`config.mk`:
```
export PLATFORM = sky130hd
export DESIGN_NAME = graphics_display_host_port
export DESIGN_NICKNAME = d
export VERILOG_FILES = /design/src/edge_detect.v /design/src/frame_timer.v /design/src/graphics_display_host_port.v
export VERILOG_INCLUDE_DIRS = /design/src
export SDC_FILE = /design/constraint.sdc
export NUM_CORES = 1
export LEC_CHECK = 0
export ABC_CLOCK_PERIOD_IN_PS = 5650
export BUFFER_PORTS_ARGS = -buffer_cell sky130_fd_sc_hd__buf_4
export CAP_MARGIN = 40
export CELL_PAD_IN_SITES_DETAIL_PLACEMENT = 0
export CELL_PAD_IN_SITES_GLOBAL_PLACEMENT = 1
export CORE_ASPECT_RATIO = 0.5
export CORE_UTILIZATION = 50
export CTS_CLUSTER_DIAMETER = 200
export CTS_CLUSTER_SIZE = 40
export DETAILED_ROUTE_END_ITERATION = 10
export PLACE_DENSITY = 0.92
export SETUP_SLACK_MARGIN = 0.4
export SLEW_MARGIN = 20
export SYNTH_ARGS = -nofsm -noshare
export SYNTH_HDL_FRONTEND = slang
export SYNTH_HIERARCHICAL = 1
export SYNTH_SLANG_ARGS = --single-unit
```
`constraint.sdc`:
```
create_clock -name clk -period 5.65 [get_ports clk]
set_input_delay 0.2825 -clock clk [delete_from_list [all_inputs] [get_ports clk]]
set_output_delay 0.2825 -clock clk [all_outputs]
set_load 0.03 [all_outputs]
```
`src/host_port_consts.vh`:
```
// Purpose: constants for the graphics display host port
// Assumes: 100 MHz core clock, host strobes synchronous to it
// Notes: definitions only
`ifndef HOST_PORT_CONSTS_VH
`define HOST_PORT_CONSTS_VH
`define CLK_PERIOD_NS 10
`define READY_LEAD_NS 3500
`define READY_LEAD_CYC ((`READY_LEAD_NS + `CLK_PERIOD_NS - 1) / `CLK_PERIOD_NS)
`define LAST_ROW 8'd128
`define ROW_CYCLES 16'h0190
`define FRAME_ROWS 8'd140
`define STYLE_8080 1'b0
`define STYLE_6800 1'b1
`define ACC_NONE 3'h0
`define ACC_STATUS_RD 3'h1
`define ACC_DATA_RD 3'h2
`define ACC_DATA_WR 3'h3
`define ACC_CMD_WR 3'h4
`define IRQ_WIDTH 4
`define IRQ_DATA_WR 0
`define IRQ_CMD_WR 1
`define IRQ_READY_RISE 2
`define IRQ_READY_FALL 3
`define ADR_STATUS 2'h0
`define ADR_MASK 2'h1
`define ADR_CTRL 2'h2
`define ADR_LAST 2'h3
`define STATUS_RESET 4'h0
`define MASK_RESET 4'h0
`define RESP_CLEAR_LEN 4'h8
`endif

```
`src/edge_detect.v`:
```
// Purpose: rise/fall pulse on a synchronous level, taken against a registered copy of it
// Assumes: input already synchronous to clk
// Notes: no latency, pulse comes in the same cycle the level changes
module edge_detect (
   clk,
   arst_n,
   level,
   rise,
   fall
);
   input wire clk;
   input wire arst_n;
   input wire level;
   output wire rise;
   output wire fall;
   reg prev_q;
   always @(posedge clk or negedge arst_n) begin
      if (!arst_n) begin
         prev_q <= 1'b0;
      end else begin
         prev_q <= level;
      end
   end
   assign rise = level & ~prev_q;
   assign fall = ~level & prev_q;
endmodule // edge_detect

```
`src/frame_timer.v`:
```
// Purpose: row/frame scan counter behind the ready window
// Assumes: fixed refresh timing
// Notes: ready drops a lead time ahead of row 0 of next frame
`include "host_port_consts.vh"
module frame_timer (
   clk,
   arst_n,
   clear_n,
   ready_d,
   row
);
   input wire clk;
   input wire arst_n;
   input wire clear_n;
   output reg ready_d;
   output wire [7:0] row;
   localparam [31:0] FRAME_CYC = `ROW_CYCLES * `FRAME_ROWS;
   localparam [31:0] DROP_AT = FRAME_CYC - `READY_LEAD_CYC;
   localparam [31:0] RISE_AT = `ROW_CYCLES * `LAST_ROW;
   reg [31:0] cyc_q;
   reg [15:0] sub_q;
   reg [7:0] row_q;
   always @(posedge clk or negedge arst_n) begin
      if (!arst_n) begin
         cyc_q <= 32'h0;
         sub_q <= 16'h0;
         row_q <= 8'h0;
      end else if (!clear_n) begin
         cyc_q <= 32'h0;
         sub_q <= 16'h0;
         row_q <= 8'h0;
      end else if (cyc_q == FRAME_CYC - 32'h1) begin
         cyc_q <= 32'h0;
         sub_q <= 16'h0;
         row_q <= 8'h0;
      end else begin
         cyc_q <= cyc_q + 32'h1;
         if (sub_q == `ROW_CYCLES - 16'h1) begin
            sub_q <= 16'h0;
            row_q <= row_q + 8'h1;
         end else begin
            sub_q <= sub_q + 16'h1;
         end
      end
   end
   assign row = row_q;
   // high after row 128 loaded, low lead time before next row 0
   always @* begin
      ready_d = (cyc_q >= RISE_AT) && (cyc_q < DROP_AT) && clear_n;
   end
endmodule // frame_timer

```
`src/graphics_display_host_port.v`:
```
// Purpose: 8-bit host port of the graphics display, both bus styles
// Assumes: host pins synchronous to clk; strobes at least two cycles
// Notes: data_oe_n low while driving data out; registers on a side port
// How it works
// - 8080 style: write line low marks a write access.
// - 8080 style: data byte captured at the write strobe rising edge.
// - 6800 style: write line low writes, high reads.
// - controller clear low resets the embedded controller state.
// - 8080: select 0 read status, 1 read data, 0 write data, 1 command.
// - 6800: select with enable and direction picks the same four accesses.
// - pattern test mode high sets test_active one cycle later.
// - bus style select low means 8080, high means 6800.
// - read line: 8080 active-low read strobe, 6800 active-high enable.
`include "host_port_consts.vh"
module graphics_display_host_port (
   clk,
   arst_n,
   cs_n,
   register_select,
   rd_n_e,
   wr_n_rw,
   bus_style_select,
   controller_clear_n,
   pattern_test_mode,
   data_in,
   data_out,
   data_oe_n,
   ready,
   test_active,
   cmd_valid,
   cmd_is_data,
   cmd_byte,
   status_byte,
   rdata_byte,
   reg_addr,
   reg_wdata,
   reg_wr,
   reg_rd,
   reg_rdata,
   irq
);
   input wire clk;
   input wire arst_n;
   input wire cs_n;
   input wire register_select;
   input wire rd_n_e;
   input wire wr_n_rw;
   input wire bus_style_select;
   input wire controller_clear_n;
   input wire pattern_test_mode;
   input wire [7:0] data_in;
   output reg [7:0] data_out;
   output reg data_oe_n;
   output reg ready;
   output reg test_active;
   output reg cmd_valid;
   output reg cmd_is_data;
   output reg [7:0] cmd_byte;
   input wire [7:0] status_byte;
   input wire [7:0] rdata_byte;
   input wire [1:0] reg_addr;
   input wire [7:0] reg_wdata;
   input wire reg_wr;
   input wire reg_rd;
   output reg [7:0] reg_rdata;
   output reg irq;

   reg [7:0] wr_hold_q;
   reg rs_hold_q;
   reg [3:0] status_q;
   reg [3:0] mask_q;
   reg [7:0] last_cmd_q;
   reg style_q;
   reg [2:0] acc_q;
   wire sel;
   reg wr_strobe;
   reg rd_active;
   reg wr_pending;
   reg [3:0] status_d;
   reg [7:0] rd_mux;
   wire wr_rise;
   wire e_fall;
   wire ready_d;
   wire ready_rise;
   wire ready_fall;
   wire [7:0] row;
   reg wr_done;
   reg [2:0] acc_d;
   reg [3:0] events;

   // style caught by clock after reset, since the strap is static
   always @(posedge clk or negedge arst_n) begin
      if (!arst_n) begin
         style_q <= `STYLE_8080;
      end else begin
         style_q <= bus_style_select;
      end
   end

   assign sel = ~cs_n;

   always @* begin
      wr_strobe = 1'b0;
      if (sel) begin
         if (style_q == `STYLE_8080) begin
            wr_strobe = ~wr_n_rw;
         end else begin
            // 6800 writes only while enable is high
            wr_strobe = rd_n_e & ~wr_n_rw;
         end
      end
   end

   always @* begin
      rd_active = 1'b0;
      if (sel) begin
         if (style_q == `STYLE_8080) begin
            rd_active = ~rd_n_e & wr_n_rw;
         end else begin
            rd_active = rd_n_e & wr_n_rw;
         end
      end
   end

   // decode of access type
   always @* begin
      acc_d = `ACC_NONE;
      if (style_q == `STYLE_8080) begin
         if (sel && !rd_n_e && wr_n_rw) begin
            acc_d = register_select ? `ACC_DATA_RD : `ACC_STATUS_RD;
         end else if (sel && rd_n_e && !wr_n_rw) begin
            acc_d = register_select ? `ACC_CMD_WR : `ACC_DATA_WR;
         end
      end else begin
         if (sel && rd_n_e) begin
            if (wr_n_rw) begin
               acc_d = register_select ? `ACC_DATA_RD : `ACC_STATUS_RD;
            end else begin
               acc_d = register_select ? `ACC_CMD_WR : `ACC_DATA_WR;
            end
         end
      end
   end

   edge_detect u_wr_edge (
      .clk(clk),
      .arst_n(arst_n),
      .level(wr_n_rw),
      .rise(wr_rise),
      .fall()
   );

   edge_detect u_e_edge (
      .clk(clk),
      .arst_n(arst_n),
      .level(rd_n_e),
      .rise(),
      .fall(e_fall)
   );

   always @* begin
      wr_pending = (acc_q == `ACC_DATA_WR) || (acc_q == `ACC_CMD_WR);
      wr_done = 1'b0;
      if (style_q == `STYLE_8080) begin
         wr_done = wr_rise & wr_pending;
      end else begin
         // 6800 data is taken as enable falls
         wr_done = e_fall & wr_pending;
      end
   end

   frame_timer u_frame (
      .clk(clk),
      .arst_n(arst_n),
      .clear_n(controller_clear_n),
      .ready_d(ready_d),
      .row(row)
   );

   edge_detect u_ready_edge (
      .clk(clk),
      .arst_n(arst_n),
      .level(ready_d),
      .rise(ready_rise),
      .fall(ready_fall)
   );

   always @* begin
      events = 4'h0;
      events[`IRQ_DATA_WR] = cmd_valid & cmd_is_data;
      events[`IRQ_CMD_WR] = cmd_valid & ~cmd_is_data;
      events[`IRQ_READY_RISE] = ready_rise;
      events[`IRQ_READY_FALL] = ready_fall;
   end

   // host access path
   always @(posedge clk or negedge arst_n) begin
      if (!arst_n) begin
         acc_q <= `ACC_NONE;
         wr_hold_q <= 8'h0;
         rs_hold_q <= 1'b0;
         cmd_valid <= 1'b0;
         cmd_is_data <= 1'b0;
         cmd_byte <= 8'h0;
         last_cmd_q <= 8'h0;
      end else if (!controller_clear_n) begin
         acc_q <= `ACC_NONE;
         cmd_valid <= 1'b0;
         cmd_is_data <= 1'b0;
         last_cmd_q <= 8'h0;
      end else begin
         cmd_valid <= 1'b0;
         if (acc_d != `ACC_NONE) begin
            acc_q <= acc_d;
         end else if (!wr_done) begin
            acc_q <= `ACC_NONE;
         end
         // sample data while strobe held, so value at the edge wins
         if (wr_strobe) begin
            wr_hold_q <= data_in;
            rs_hold_q <= register_select;
         end
         if (wr_done) begin
            cmd_valid <= 1'b1;
            cmd_is_data <= ~rs_hold_q;
            cmd_byte <= wr_hold_q;
            if (rs_hold_q) begin
               last_cmd_q <= wr_hold_q;
            end
            acc_q <= `ACC_NONE;
         end
      end
   end

   always @(posedge clk or negedge arst_n) begin
      if (!arst_n) begin
         data_out <= 8'h0;
         data_oe_n <= 1'b1;
      end else if (!controller_clear_n) begin
         // released while the controller is held in clear
         data_oe_n <= 1'b1;
      end else begin
         data_oe_n <= ~rd_active;
         // byte kept between reads, only the enable matters
         if (acc_d == `ACC_STATUS_RD) begin
            data_out <= status_byte;
         end else if (acc_d == `ACC_DATA_RD) begin
            data_out <= rdata_byte;
         end
      end
   end

   always @(posedge clk or negedge arst_n) begin
      if (!arst_n) begin
         ready <= 1'b0;
      end else begin
         ready <= ready_d;
      end
   end

   always @(posedge clk or negedge arst_n) begin
      if (!arst_n) begin
         test_active <= 1'b0;
      end else begin
         test_active <= pattern_test_mode;
      end
   end

   // set wins over write-one clear, so no event is lost
   always @* begin
      status_d = status_q | events;
      if (reg_wr && reg_addr == `ADR_STATUS) begin
         status_d = (status_q & ~reg_wdata[3:0]) | events;
      end
   end

   // read mux, zero when nothing is read
   always @* begin
      rd_mux = 8'h0;
      if (reg_rd) begin
         case (reg_addr)
            `ADR_STATUS: begin
               rd_mux = {4'h0, status_q};
            end
            `ADR_MASK: begin
               rd_mux = {4'h0, mask_q};
            end
            `ADR_CTRL: begin
               rd_mux = {4'h0, test_active, ready, style_q, acc_q != `ACC_NONE};
            end
            `ADR_LAST: begin
               rd_mux = last_cmd_q;
            end
            default: begin
               rd_mux = 8'h0;
            end
         endcase
      end
   end

   // mask register
   always @(posedge clk or negedge arst_n) begin
      if (!arst_n) begin
         mask_q <= `MASK_RESET;
      end else if (reg_wr && reg_addr == `ADR_MASK) begin
         mask_q <= reg_wdata[3:0];
      end
   end

   // side register port and interrupt
   always @(posedge clk or negedge arst_n) begin
      if (!arst_n) begin
         status_q <= `STATUS_RESET;
         reg_rdata <= 8'h0;
         irq <= 1'b0;
      end else begin
         status_q <= status_d;
         reg_rdata <= rd_mux;
         // one cycle lag on irq keeps it a clean flop output
         irq <= |(status_q & mask_q);
      end
   end
endmodule // graphics_display_host_port

```
## Word level (Yosys, flattened, before mapping)

Index checks and enable logic that the tools add are counted.

| storage, ports and cells | value |
|---|---|
| bits in writable memories | 0 |
| bits in latches | 0 |
| memory bits (read-only) | 0 |
| flip-flop bits (word level) | 93 |
| word-level logic and storage cells | 107 |
| memories | 0 |

| cells by class | value |
|---|---|
| muxes and demuxes | 30 |
| equality and inequality tests | 10 |
| $add $sub $neg | 1 |
| reduce and logical (&&, ||, !) cells | 20 |
| shift-type cells | 0 |
| bitwise gates (word level) | 25 |
| order comparisons | 2 |
| multiply operators | 0 |
| div/mod/pow operators | 0 |

Operator list:

| operator | number |
|---|---|
| 32-bit 2-to-1 mux | 2 |
| 8-bit 2-to-1 mux | 6 |
| 32-bit by 1-bit adder with 32-bit output (second input constant) | 1 |
| 32-bit by 16-bit == test with 1-bit output (second input constant) | 1 |
| 32-bit by 16-bit >= comparator with 1-bit output (second input constant) | 1 |
| 32-bit by 16-bit < comparator with 1-bit output (second input constant) | 1 |
| 8-bit case mux with 4 select lines | 1 |
| 3-bit 2-to-1 mux | 9 |
| 1-bit bitwise AND | 11 |
| 1-bit 2-to-1 mux | 10 |
| 1-bit inverter | 9 |
| 4-bit bitwise AND | 2 |
| 1-bit logical AND | 8 |
| 4-bit bitwise OR | 2 |
| 2-bit AND reduction | 4 |
| 3-bit by 2-bit == test with 1-bit output (second input constant) | 2 |
| 3-bit nonzero test | 2 |
| 2-bit == test (second input constant) | 2 |
| 4-bit 2-to-1 mux | 1 |
| 2-bit by 1-bit != test with 1-bit output (second input constant) | 2 |
| 4-bit inverter | 1 |
| 4-bit OR reduction | 1 |
| 3-bit by 1-bit == test with 1-bit output (second input constant) | 1 |
| 3-bit == test (second input constant) | 1 |
| 6 further kinds | 7 |

## Logic depth before layout (Yosys ltp)

Gate-level depths: netlist of the first run.

| depth | value |
|---|---|
| depth in word-level cells | 10 |
| gate-level depth with buffers | 8 |

## Cells and area by module

Netlist of the first run, hierarchy kept.

Modules (own cells, without submodules):

| module | area each (µm²) | cells each | times used |
|---|---|---|---|
| frame_timer | 2974.1 | 311 | 1 |
| graphics_display_host_port | 2576.2 | 197 | 1 |
| edge_detect | 40.0 | 3 | 3 |

## Worst setup path before layout of the first run

Ideal clock, no wire load.

| timing path | value |
|---|---|
| path kind | register -> register |
| from | reg u_frame.cyc_q[3] |
| to | reg status_q[3] |
| arrival time | 2.106 ns |
| slack | 3.426 ns |
| path buffers | 0 |
| cell stages (with the launch flop) | 7 |
| clock period less this slack | 2.224 ns |
| cell sequence | dfrtp_1 > or4_1 > a21oi_1 > o21ai_0 > a2111oi_0 > and2b_2 > a21o_1 |

| on the way | value |
|---|---|
| longest elaborated chain between the ends | 7 |

RTL lines:

| element | RTL line | text |
|---|---|---|
| start: declaration | frame_timer.v:20 | `reg [31:0] cyc_q;` |
| start signal: assignment | frame_timer.v:37 | `cyc_q <= cyc_q + 32'h1;` |
| 32-bit by 16-bit >= comparator with 1-bit output / 32-bit by 16-bit < comparator with 1-bit output (equally long branches) | frame_timer.v:49 | `ready_d = (cyc_q >= RISE_AT) && (cyc_q < DROP_AT) && clear_n;` |
| 1-bit logical AND (*) (2 in a row) | frame_timer.v:49 |  |
| named net ready_d | graphics_display_host_port.v:83 | `wire ready_d;` |
| 1-bit inverter (*) | edge_detect.v:25 | `assign fall = ~level & prev_q;` |
| 1-bit bitwise AND (*) | edge_detect.v:25 |  |
| named net ready_fall | graphics_display_host_port.v:85 | `wire ready_fall;` |
| 4-bit bitwise OR, on equally long branches | graphics_display_host_port.v:271, graphics_display_host_port.v:273 |  |
| 4-bit 2-to-1 mux (*) | graphics_display_host_port.v:272 | `` if (reg_wr && reg_addr == `ADR_STATUS) begin `` |
| named net status_d[3] | graphics_display_host_port.v:79 | `reg [3:0] status_d;` |
| end signal: assignment | graphics_display_host_port.v:313 | `` status_q <= `STATUS_RESET; `` |
| end signal: assignment | graphics_display_host_port.v:317 | `status_q <= status_d;` |
| end: declaration | graphics_display_host_port.v:70 | `reg [3:0] status_q;` |

Mark *: on every way through the listed nets, which the timed path passes. The rest lies on a longest branch.
A chain may end at the register's enable or synchronous reset.

## Final worst setup path of the first run

| timing path | value |
|---|---|
| from | reg u_frame.cyc_q[2] |
| to | reg status_q[3] |

Same word-level chain as after synthesis.

==> results.sh, run 1 <==
export IMPL_skew_ns=0.0117
export IMPL_hold_worst_slack_ns=0.0338
export IMPL_drtAntennaViolNets=0
export IMPL_cts_sinks=94
export IMPL_antenna_found_initial=0
export IMPL_powerDensity_nw_per_um2=304
export IMPL_clockBufferDepth=2
export IMPL_path_buf_inv=0
export IMPL_dp_cells=566
export IMPL_setup_tns_ns=0
export IMPL_syn_num_nets=443
export IMPL_cp_top_family="compound AO/OA/AOI/OAI gates"
export IMPL_viasPerCell=5.71
export IMPL_drv_slew=0
export IMPL_area_growth_pct=19.9
export IMPL_fin_area_um2=5380
export IMPL_fill_cells=724
export IMPL_placed_cell_area_um2=5060
export IMPL_hold_path_class="primary input to flop"
export IMPL_grt_start_max_net_pins=47
export IMPL_gr_total_overflow=0
export IMPL_cpMaxStageDelayCell="a2111oi_0"
export IMPL_wire_per_inst_um=16.0
export IMPL_hold_viol=0
export IMPL_ir_worst_vdd_uv=265
export IMPL_start_util_pct=51.6
export IMPL_grt_pass1_vias=3275
export IMPL_max_slew_margin_rel_pct=48.2
export IMPL_start_kind="flop"
export IMPL_path_class="flop to flop"
export IMPL_syn_inst=395
export IMPL_path_cells="or4_1 > a21oi_1 > o21ai_0 > a2111oi_0 > and2b_2 > a21o_1"
export IMPL_drc=0
export IMPL_drive_above_1_share_pct=26.8
export IMPL_syn_area_um2=4490
export IMPL_track_usage_pct=22.2
export IMPL_chipHeight_um=69
export IMPL_diodes=0
export IMPL_clock_root_buffer="clkbuf_16"
export IMPL_finalSetupViolCount=0
export IMPL_period_needed_ns=2.45
export IMPL_syn_area_per_cell_um2=11.4
export IMPL_clock_latency_ns=0.35
export IMPL_rsz0062_at_grt="no"
export IMPL_first_pass_iters=4
export IMPL_worst_slew_pin_slew_ns=0.757
export IMPL_dr_total_vias=3331
export IMPL_layout_commonest_cell="dfrtp_1"
export IMPL_required_ns=5.89
export IMPL_drt_total_wl_um=9340
export IMPL_num_nets_final=509
export IMPL_drtIter0Drc=204
export IMPL_cts_made_buffers=9
export IMPL_final_cell_mix="dfrtp_1 (93), buf_4 (72), a21oi_1 (27), mux2_2 (21), nand4_1 (20)"
export IMPL_endpoint_kind="flop"
export IMPL_dp_hpwl_um=6370
export IMPL_io_buffers=70
export IMPL_worst_path_max_fanout=7
export IMPL_die_area_um2=9380
export IMPL_ioPinCount=75
export IMPL_p_total_uw=1630
export IMPL_clk_pin_slew_ns=0.07
export IMPL_h_tree_depth=3
export IMPL_grt_pass1_wl_um=16100
export IMPL_post_route_period_util_pct=43.4
export IMPL_num_rows=24
export IMPL_leakage_uw=0.00240
export IMPL_final_cells=583
export IMPL_core_um2=8710
export IMPL_post_cts_resize_count=0
export IMPL_multi_input_area_um2=1960
export IMPL_ys_warn_count=6
export IMPL_die_w_um=136
export IMPL_cap_violations=0
export IMPL_seqCellArea_um2=2350
export IMPL_slowest_delay_ns=0.70
export IMPL_cp_data_arrival_time_ns=2.69
export IMPL_status="complete, no violations"
export IMPL_clock_fmax_mhz=408
export IMPL_cts_tree="yes"
export IMPL_gp_congestion=0.776
-- power by group --
part | leakage (uW) | total (uW) | internal, uW | switching, uW
clock | 0.000151 | 633 | 354 | 279
combinational | 0.00101 | 239 | 105 | 134
sequential | 0.00124 | 762 | 724 | 38.2
total | 0.00240 | 1630 | 1180 | 451
-- cell type report --
cell class	instances	share of cell area (%)
multi-input cells	271	36.4
flip-flops and latches	94	43.7
clock buffers	9	4.19
inverters	11	0.767
well taps	117	2.72
repair buffers	74	10.6
clock inverters	7	1.60
-- path summary, 6_finish.rpt --
kind,startpoint,endpoint,slack [ns],depth (start not counted)
hold / removal,pattern_test_mode,test_active,0.03,1
setup reg to reg,u_frame/cyc_q[2],status_q[3],3.20,6
hold reg to reg,last_cmd_q[7],reg_rdata[7],0.51,1
min in group asynchronous,arst_n,u_frame/cyc_q[23],0.34,2
setup / recovery,u_frame/cyc_q[2],status_q[3],3.20,6
max in group asynchronous,arst_n,wr_hold_q[5],4.35,4
-- registers in the layout, indices dropped and copies added (netlist names), 3 cells and up --
signal and flops:
status_q 4, cmd_byte 8, reg_rdata 8, u_frame/cyc_q 32, mask_q 4, data_out 8, wr_hold_q 8, acc_q 3
last_cmd_q 8
-- layer usage --
metal	track usage [%]	routed length (um)
met5	0	0
met4	6.17	86
met3	6.33	469
met2	34.2	4410
met1	30.6	4370
-- per-stage QoR --
stage	util (%)	setup slack, ns
2_1_floorplan	-	3.43
3_3_place_gp	57.9	3.21
3_5_place_dp	58.1	3.18
4_1_cts	61.8	3.17
5_1_grt	61.8	2.99
6_report	61.8	3.20
-- what timing repair did --
action / in CTS / in global routing
hold buffers: 1 / 0
hold endpoints to repair: 17 / 0
setup buffers: 0 / 0
No activity file was read; power rests on OpenSTA's default activity.
==> inputs of run 2 (changes only) <==
--- a/config.mk
+++ b/config.mk
@@ -6,17 +6,18 @@
 export SDC_FILE = /design/constraint.sdc
 export NUM_CORES = 1
 export LEC_CHECK = 0
-export ABC_CLOCK_PERIOD_IN_PS = 5650
+export ABC_AREA = 1
+export ABC_CLOCK_PERIOD_IN_PS = 2300
 export BUFFER_PORTS_ARGS = -buffer_cell sky130_fd_sc_hd__buf_4
 export CAP_MARGIN = 40
 export CELL_PAD_IN_SITES_DETAIL_PLACEMENT = 0
 export CELL_PAD_IN_SITES_GLOBAL_PLACEMENT = 1
 export CORE_ASPECT_RATIO = 0.5
-export CORE_UTILIZATION = 50
+export CORE_UTILIZATION = 44
 export CTS_CLUSTER_DIAMETER = 200
 export CTS_CLUSTER_SIZE = 40
 export DETAILED_ROUTE_END_ITERATION = 10
-export PLACE_DENSITY = 0.92
+export PLACE_DENSITY = 0.88
 export SETUP_SLACK_MARGIN = 0.4
 export SLEW_MARGIN = 20
 export SYNTH_ARGS = -nofsm -noshare
==> constraint.sdc (replaced) <==
create_clock -name clk -period 2.3 [get_ports clk]
set_input_delay 0.115 -clock clk [delete_from_list [all_inputs] [get_ports clk]]
set_output_delay 0.115 -clock clk [all_outputs]
set_load 0.03 [all_outputs]
==> results.sh, run 2 <==
export IMPL_drive_above_1_share_pct=17.9
export IMPL_h_tree_depth=3
export IMPL_first_pass_iters=5
export IMPL_drt_total_wl_um=11500
export IMPL_wire_per_inst_um=13.5
export IMPL_gr_total_overflow=0
export IMPL_cp_data_arrival_time_ns=2.00
export IMPL_drc=0
export IMPL_clockBufferDepth=2
export IMPL_worst_slew_pin_slew_ns=0.697
export IMPL_syn_area_per_cell_um2=7.80
export IMPL_p_total_uw=3850
export IMPL_slowest_delay_ns=0.53
export IMPL_grt_pass1_vias=3911
export IMPL_fill_cells=977
export IMPL_start_util_pct=46.2
export IMPL_final_cell_mix="nand2_1 (211), nor2_1 (110), dfrtp_1 (93), buf_4 (74), inv_1 (58)"
export IMPL_setup_tns_ns=0
export IMPL_hold_path_class="primary input to flop"
export IMPL_cp_top_family="buffers and inverters"
export IMPL_post_route_period_util_pct=76.6
export IMPL_reg2reg_depth=9
export IMPL_placed_cell_area_um2=5500
export IMPL_finalSetupViolCount=0
export IMPL_drtIter0Drc=226
export IMPL_clock_root_buffer="clkbuf_16"
export IMPL_crit_path_start="wr_n_rw"
export IMPL_cts_made_buffers=9
export IMPL_cap_violations=0
export IMPL_largest_reg_flops=32
export IMPL_ff2ff_setup_slack_ns=0.60
export IMPL_io_buffers=70
export IMPL_endpoint_kind="flop"
export IMPL_clk_pin_slew_ns=0.07
export IMPL_antenna_found_initial=0
export IMPL_period_needed_ns=1.76
export IMPL_layout_commonest_cell="nand2_1"
export IMPL_clock_fmax_mhz=568
export IMPL_hold_viol=0
export IMPL_dr_total_vias=4149
export IMPL_path_class="primary input to flop"
export IMPL_rsz0062_at_grt="no"
export IMPL_setup_slack_ns=0.538
export IMPL_worst_path_max_fanout=8
export IMPL_track_usage_pct=21.3
export IMPL_ys_warn_count=6
export IMPL_min_path_cells=2
export IMPL_ir_worst_vdd_uv=334
export IMPL_skew_ns=0.00579
export IMPL_regMostFlops="u_frame/cyc_q"
export IMPL_die_area_um2=11400
export IMPL_powerDensity_nw_per_um2=655
export IMPL_core_um2=10400
export IMPL_dp_hpwl_um=8500
export IMPL_path_cells="dlygate4sd3_1 > buf_4 > inv_1 > ha_1 > nand2_1 > nor2_2 > inv_2 > nand2_2 > nand2_4 > nand2_2 > nand3_4 > nand2_1 > nand2_1"
export IMPL_leakage_uw=0.00278
export IMPL_num_nets_final=752
export IMPL_grt_start_max_net_pins=40
export IMPL_cts_setup_buffers=0
export IMPL_status="complete, no violations"
export IMPL_diodes=0
export IMPL_hold_path_end="wr_hold_q[4]"
export IMPL_dp_slack_ns=0.599
export IMPL_required_ns=2.54
export IMPL_clock_latency_ns=0.34
export IMPL_cts_sinks=94
export IMPL_syn_inst=619
export IMPL_hold_worst_slack_ns=0.0108
export IMPL_die_w_um=150
export IMPL_crit_top_cell="nand2_1"
export IMPL_cpMaxStageDelayCell="dlygate4sd3_1"
export IMPL_gp_congestion=0.843
export IMPL_area_growth_pct=21.6
export IMPL_start_kind="primary input"
export IMPL_chipHeight_um=76.1
export IMPL_path_buf_inv=4
export IMPL_syn_num_nets=667
export IMPL_viasPerCell=4.89
export IMPL_rr_endpoint="u_frame/cyc_q[18]"
export IMPL_drv_slew=0
export IMPL_num_rows=26
export IMPL_hp_start="data_in[4]"
export IMPL_drtAntennaViolNets=0
export IMPL_cts_tree="yes"
export IMPL_fin_area_um2=5870
export IMPL_syn_area_um2=4830
export IMPL_r2r_start="u_frame/cyc_q[1]"
export IMPL_grt_pass1_wl_um=18800
export IMPL_ioPinCount=75
export IMPL_max_slew_margin_rel_pct=53.2
run 2: timing repair:
item / 4_1_cts / 5_1_grt
endpoints found under the hold margin: 43 / 1
hold buffers: 8 / 1
endpoints found under the setup margin: 0 / 1
resized for setup: 0 / 2
run 2: area by class of cell:
cell class,instances,area [um^2],area share [%]
inverter,66,248,4.22
clock buffer,10,229,3.90
tap,140,175,2.98
timing repair buffer,84,666,11.3
sequential,94,2350,40.1
clock inverter,5,36.3,0.618
multi-input combinational,449,2160,36.8
run 2: routing by layer:
| metal | part of all wire [%] | GRT usage, % |
|---|---|---|
| met5 | 0 | 0 |
| met4 | 0.94 | 4.65 |
| met3 | 4.1 | 5.09 |
| met2 | 48 | 35.2 |
| met1 | 47 | 28.3 |
run 2: worst register-to-register path, cell delays in order (launching register included):
cell     delay (ns)
dfrtp_1        0.42
ha_1           0.29
nand3_4        0.13
inv_2          0.12
nand2_1        0.12
nor2_1         0.23
nand3_1        0.11
nand2_1        0.07
nand2_1        0.05
nor2_1         0.08
run 2: per-stage QoR:
| stage | instances | util [%] |
|---|---|---|
| floorplan | 619 | - |
| global placement | 824 | 52.7 |
| detailed placement | 824 | 52.7 |
| CTS | 847 | 56.0 |
| finish | 848 | 56.2 |
| global route | 848 | 56.2 |
run 2: how the worst max path moves through the flow:
stage / to / slack (ns) / cells after the start
after floorplan: u_frame/cyc_q[0] / 0.86 / 7
after global placement: u_frame/cyc_q[18] / 0.65 / 9
after detailed placement: u_frame/cyc_q[18] / 0.60 / 9
after CTS: data_out[4] / 0.52 / 13
after global routing: u_frame/cyc_q[18] / 0.43 / 9
final: data_out[4] / 0.54 / 13
run 2: power breakdown:
group | switching [uW] | internal, uW
logic | 385 | 248
registers | 81.9 | 1780
clock network | 618 | 730
==> inputs of run 3 (changes only) <==
--- a/config.mk
+++ b/config.mk
@@ -7,7 +7,7 @@
 export NUM_CORES = 1
 export LEC_CHECK = 0
 export ABC_AREA = 1
-export ABC_CLOCK_PERIOD_IN_PS = 2300
+export ABC_CLOCK_PERIOD_IN_PS = 1700
 export BUFFER_PORTS_ARGS = -buffer_cell sky130_fd_sc_hd__buf_4
 export CAP_MARGIN = 40
 export CELL_PAD_IN_SITES_DETAIL_PLACEMENT = 0
==> constraint.sdc (replaced) <==
create_clock -name clk -period 1.7 [get_ports clk]
set_input_delay 0.085 -clock clk [delete_from_list [all_inputs] [get_ports clk]]
set_output_delay 0.085 -clock clk [all_outputs]
set_load 0.03 [all_outputs]
==> results.sh, run 3 (same netlist as run 2, synthesis figures left out) <==
export IMPL_cts_tree="yes"
export IMPL_dp_hpwl_um=8620
export IMPL_required_ns=1.93
export IMPL_slowest_delay_ns=0.41
export IMPL_start_util_pct=46.2
export IMPL_max_slew_margin_rel_pct=71.4
export IMPL_die_w_um=150
export IMPL_antenna_found_initial=0
export IMPL_p_seq_share_pct=46.3
export IMPL_num_rows=26
export IMPL_cp_data_arrival_time_ns=1.78
export IMPL_hp_start="reg_wdata[2]"
export IMPL_drv_slew=0
export IMPL_final_cell_mix="nand2_1 (179), buf_4 (125), dfrtp_1 (83), nor2_1 (62), inv_1 (52)"
export IMPL_layout_commonest_cell="nand2_1"
export IMPL_fill_cells=839
export IMPL_skew_ns=0.00799
export IMPL_cap_violations=0
export IMPL_cts_made_buffers=9
export IMPL_path_class="flop to flop"
export IMPL_min_path_cells=3
export IMPL_period_needed_ns=1.55
export IMPL_drc=0
export IMPL_clock_latency_ns=0.35
export IMPL_crit_top_cell="nor2_4"
export IMPL_path_cells="ha_4 > nand3_4 > nor2_4 > nand4_1 > o21ai_2 > buf_6 > nor2_4"
export IMPL_drt_total_wl_um=13400
export IMPL_ff2ff_setup_slack_ns=0.15
export IMPL_clockBufferDepth=2
export IMPL_setup_tns_ns=0
export IMPL_leakage_uw=0.00326
export IMPL_powerDensity_nw_per_um2=787
export IMPL_dr_total_vias=4635
export IMPL_swShare_pct=29.8
export IMPL_finalSetupViolCount=0
export IMPL_clk_pin_slew_ns=0.07
export IMPL_hold_viol=0
export IMPL_worst_path_max_fanout=5
export IMPL_rsz0062_at_grt="yes"
export IMPL_hold_path_class="primary input to flop"
export IMPL_worst_slew_pin_slew_ns=0.429
export IMPL_regMostFlops="u_frame/cyc_q"
export IMPL_endpoint_kind="flop"
export IMPL_p_sw_uw=1630
export IMPL_seqCellArea_um2=2370
export IMPL_clock_root_buffer="clkbuf_16"
export IMPL_final_cells=918
export IMPL_chipHeight_um=76.1
export IMPL_grt_pass1_vias=4450
export IMPL_r2r_start="u_frame/cyc_q[1]"
export IMPL_post_route_period_util_pct=91.2
export IMPL_track_usage_pct=23.9
export IMPL_diodes=0
export IMPL_clkPwrFrac_pct=36.0
export IMPL_comb_power_share_pct=17.7
export IMPL_core_um2=10400
export IMPL_path_buf_inv=1
export IMPL_gp_congestion=0.830
export IMPL_intPower_uw=3850
export IMPL_grt_pass1_wl_um=21400
export IMPL_cpMaxStageDelayCell="dfrtp_2"
export IMPL_cts_sinks=94
export IMPL_viasPerCell=5.05
export IMPL_ir_worst_vdd_uv=507
export IMPL_drive_above_1_share_pct=39.2
export IMPL_ioPinCount=75
export IMPL_drtAntennaViolNets=0
export IMPL_dp_cells=830
export IMPL_wire_per_inst_um=14.6
export IMPL_area_growth_pct=44.4
export IMPL_reg2reg_depth=7
export IMPL_cp_top_family="simple AND/OR/NAND/NOR gates"
export IMPL_rr_endpoint="u_frame/cyc_q[3]"
export IMPL_drtIter0Drc=233
export IMPL_multi_input_area_um2=2600
export IMPL_grt_start_max_net_pins=42
export IMPL_largest_reg_flops=32
export IMPL_hold_path_end="mask_q[2]"
export IMPL_status="complete, no violations"
export IMPL_die_area_um2=11400
export IMPL_start_kind="flop"
export IMPL_first_pass_iters=5
export IMPL_clock_fmax_mhz=645
export IMPL_gr_total_overflow=0
export IMPL_num_nets_final=821
export IMPL_h_tree_depth=3
export IMPL_io_buffers=70
run 3: layout make-up:
class                           instances  area share (%)
Inverter                               66            3.77
Tap cell                              140            2.51
Timing Repair Buffer                  153            18.1
Sequential cell                        94            33.9
Clock inverter                          7            1.08
Multi-Input combinational cell        449            37.3
Clock buffer                            9            3.23
run 3: worst max-delay path by stage:
stage                 startpoint                to  slack, ns  depth (start not counted)
6_report        u_frame/cyc_q[1]  u_frame/cyc_q[3]       0.15                          7
5_1_grt        u_frame/cyc_q[22]  u_frame/cyc_q[9]       0.11                          9
4_1_cts                 acc_q[1]     last_cmd_q[5]       0.19                          7
3_5_place_dp    u_frame/cyc_q[1]  u_frame/cyc_q[3]       0.10                          7
3_3_place_gp    u_frame/cyc_q[1]  u_frame/cyc_q[0]       0.12                          7
2_1_floorplan   u_frame/cyc_q[1]  u_frame/cyc_q[0]       0.33                          7
run 3: timing repair:
action                     4_1_cts  5_1_grt
gates cloned                     1        0
setup buffers                   37       21
hold buffers                    13        0
pin swaps                       24       36
setup endpoints to repair       68       72
gates resized for setup         92       77
hold endpoints to repair        40        0
run 3: routing by layer:
metal | up-vias | track usage (%) | routed length, um | share of wire (%)
met4 | 0 | 6.26 | 352 | 2.6
met2 | 144 | 41.7 | 6580 | 49
met5 | - | 0 | 0 | 0
li1 | 2257 | - | - | -
met3 | 39 | 5.09 | 663 | 4.9
met1 | 2195 | 30.1 | 5820 | 43
run 3: power by group through the flow:
stage	Sequential, uW	Clock (uW)	Combinational, uW
detailed placement	2560	0	865
finish	2540	1970	970
global placement	2560	0	853
global route	2560	2130	1060
floorplan	2730	0	312
CTS	2530	2030	941
run 3: metrics by stage:
step / power [uW] / utilization (%) / instance area [um^2] / hold WS (ns) / setup WS (ns)
final: 5480 / 66.8 / 6970 / 0.0166 / 0.150
after global routing: 5750 / 66.8 / 6970 / 0.0240 / 0.112
after CTS: 5500 / 63.0 / 6580 / 0.00980 / 0.187
after detailed placement: 3430 / 53.4 / 5580 / 0.0529 / 0.103
after global placement: 3410 / 53.4 / 5580 / 0.0503 / 0.120
after floorplan: 3040 / - / 4860 / -0.211 / 0.327
run 3: worst reg2reg max path: stages, from the launching register on:
cell and delay [ns]:
dfrtp_2 0.41, ha_4 0.17, nand3_4 0.12, nor2_4 0.15
nand4_1 0.13, o21ai_2 0.21, buf_6 0.20, nor2_4 0.04
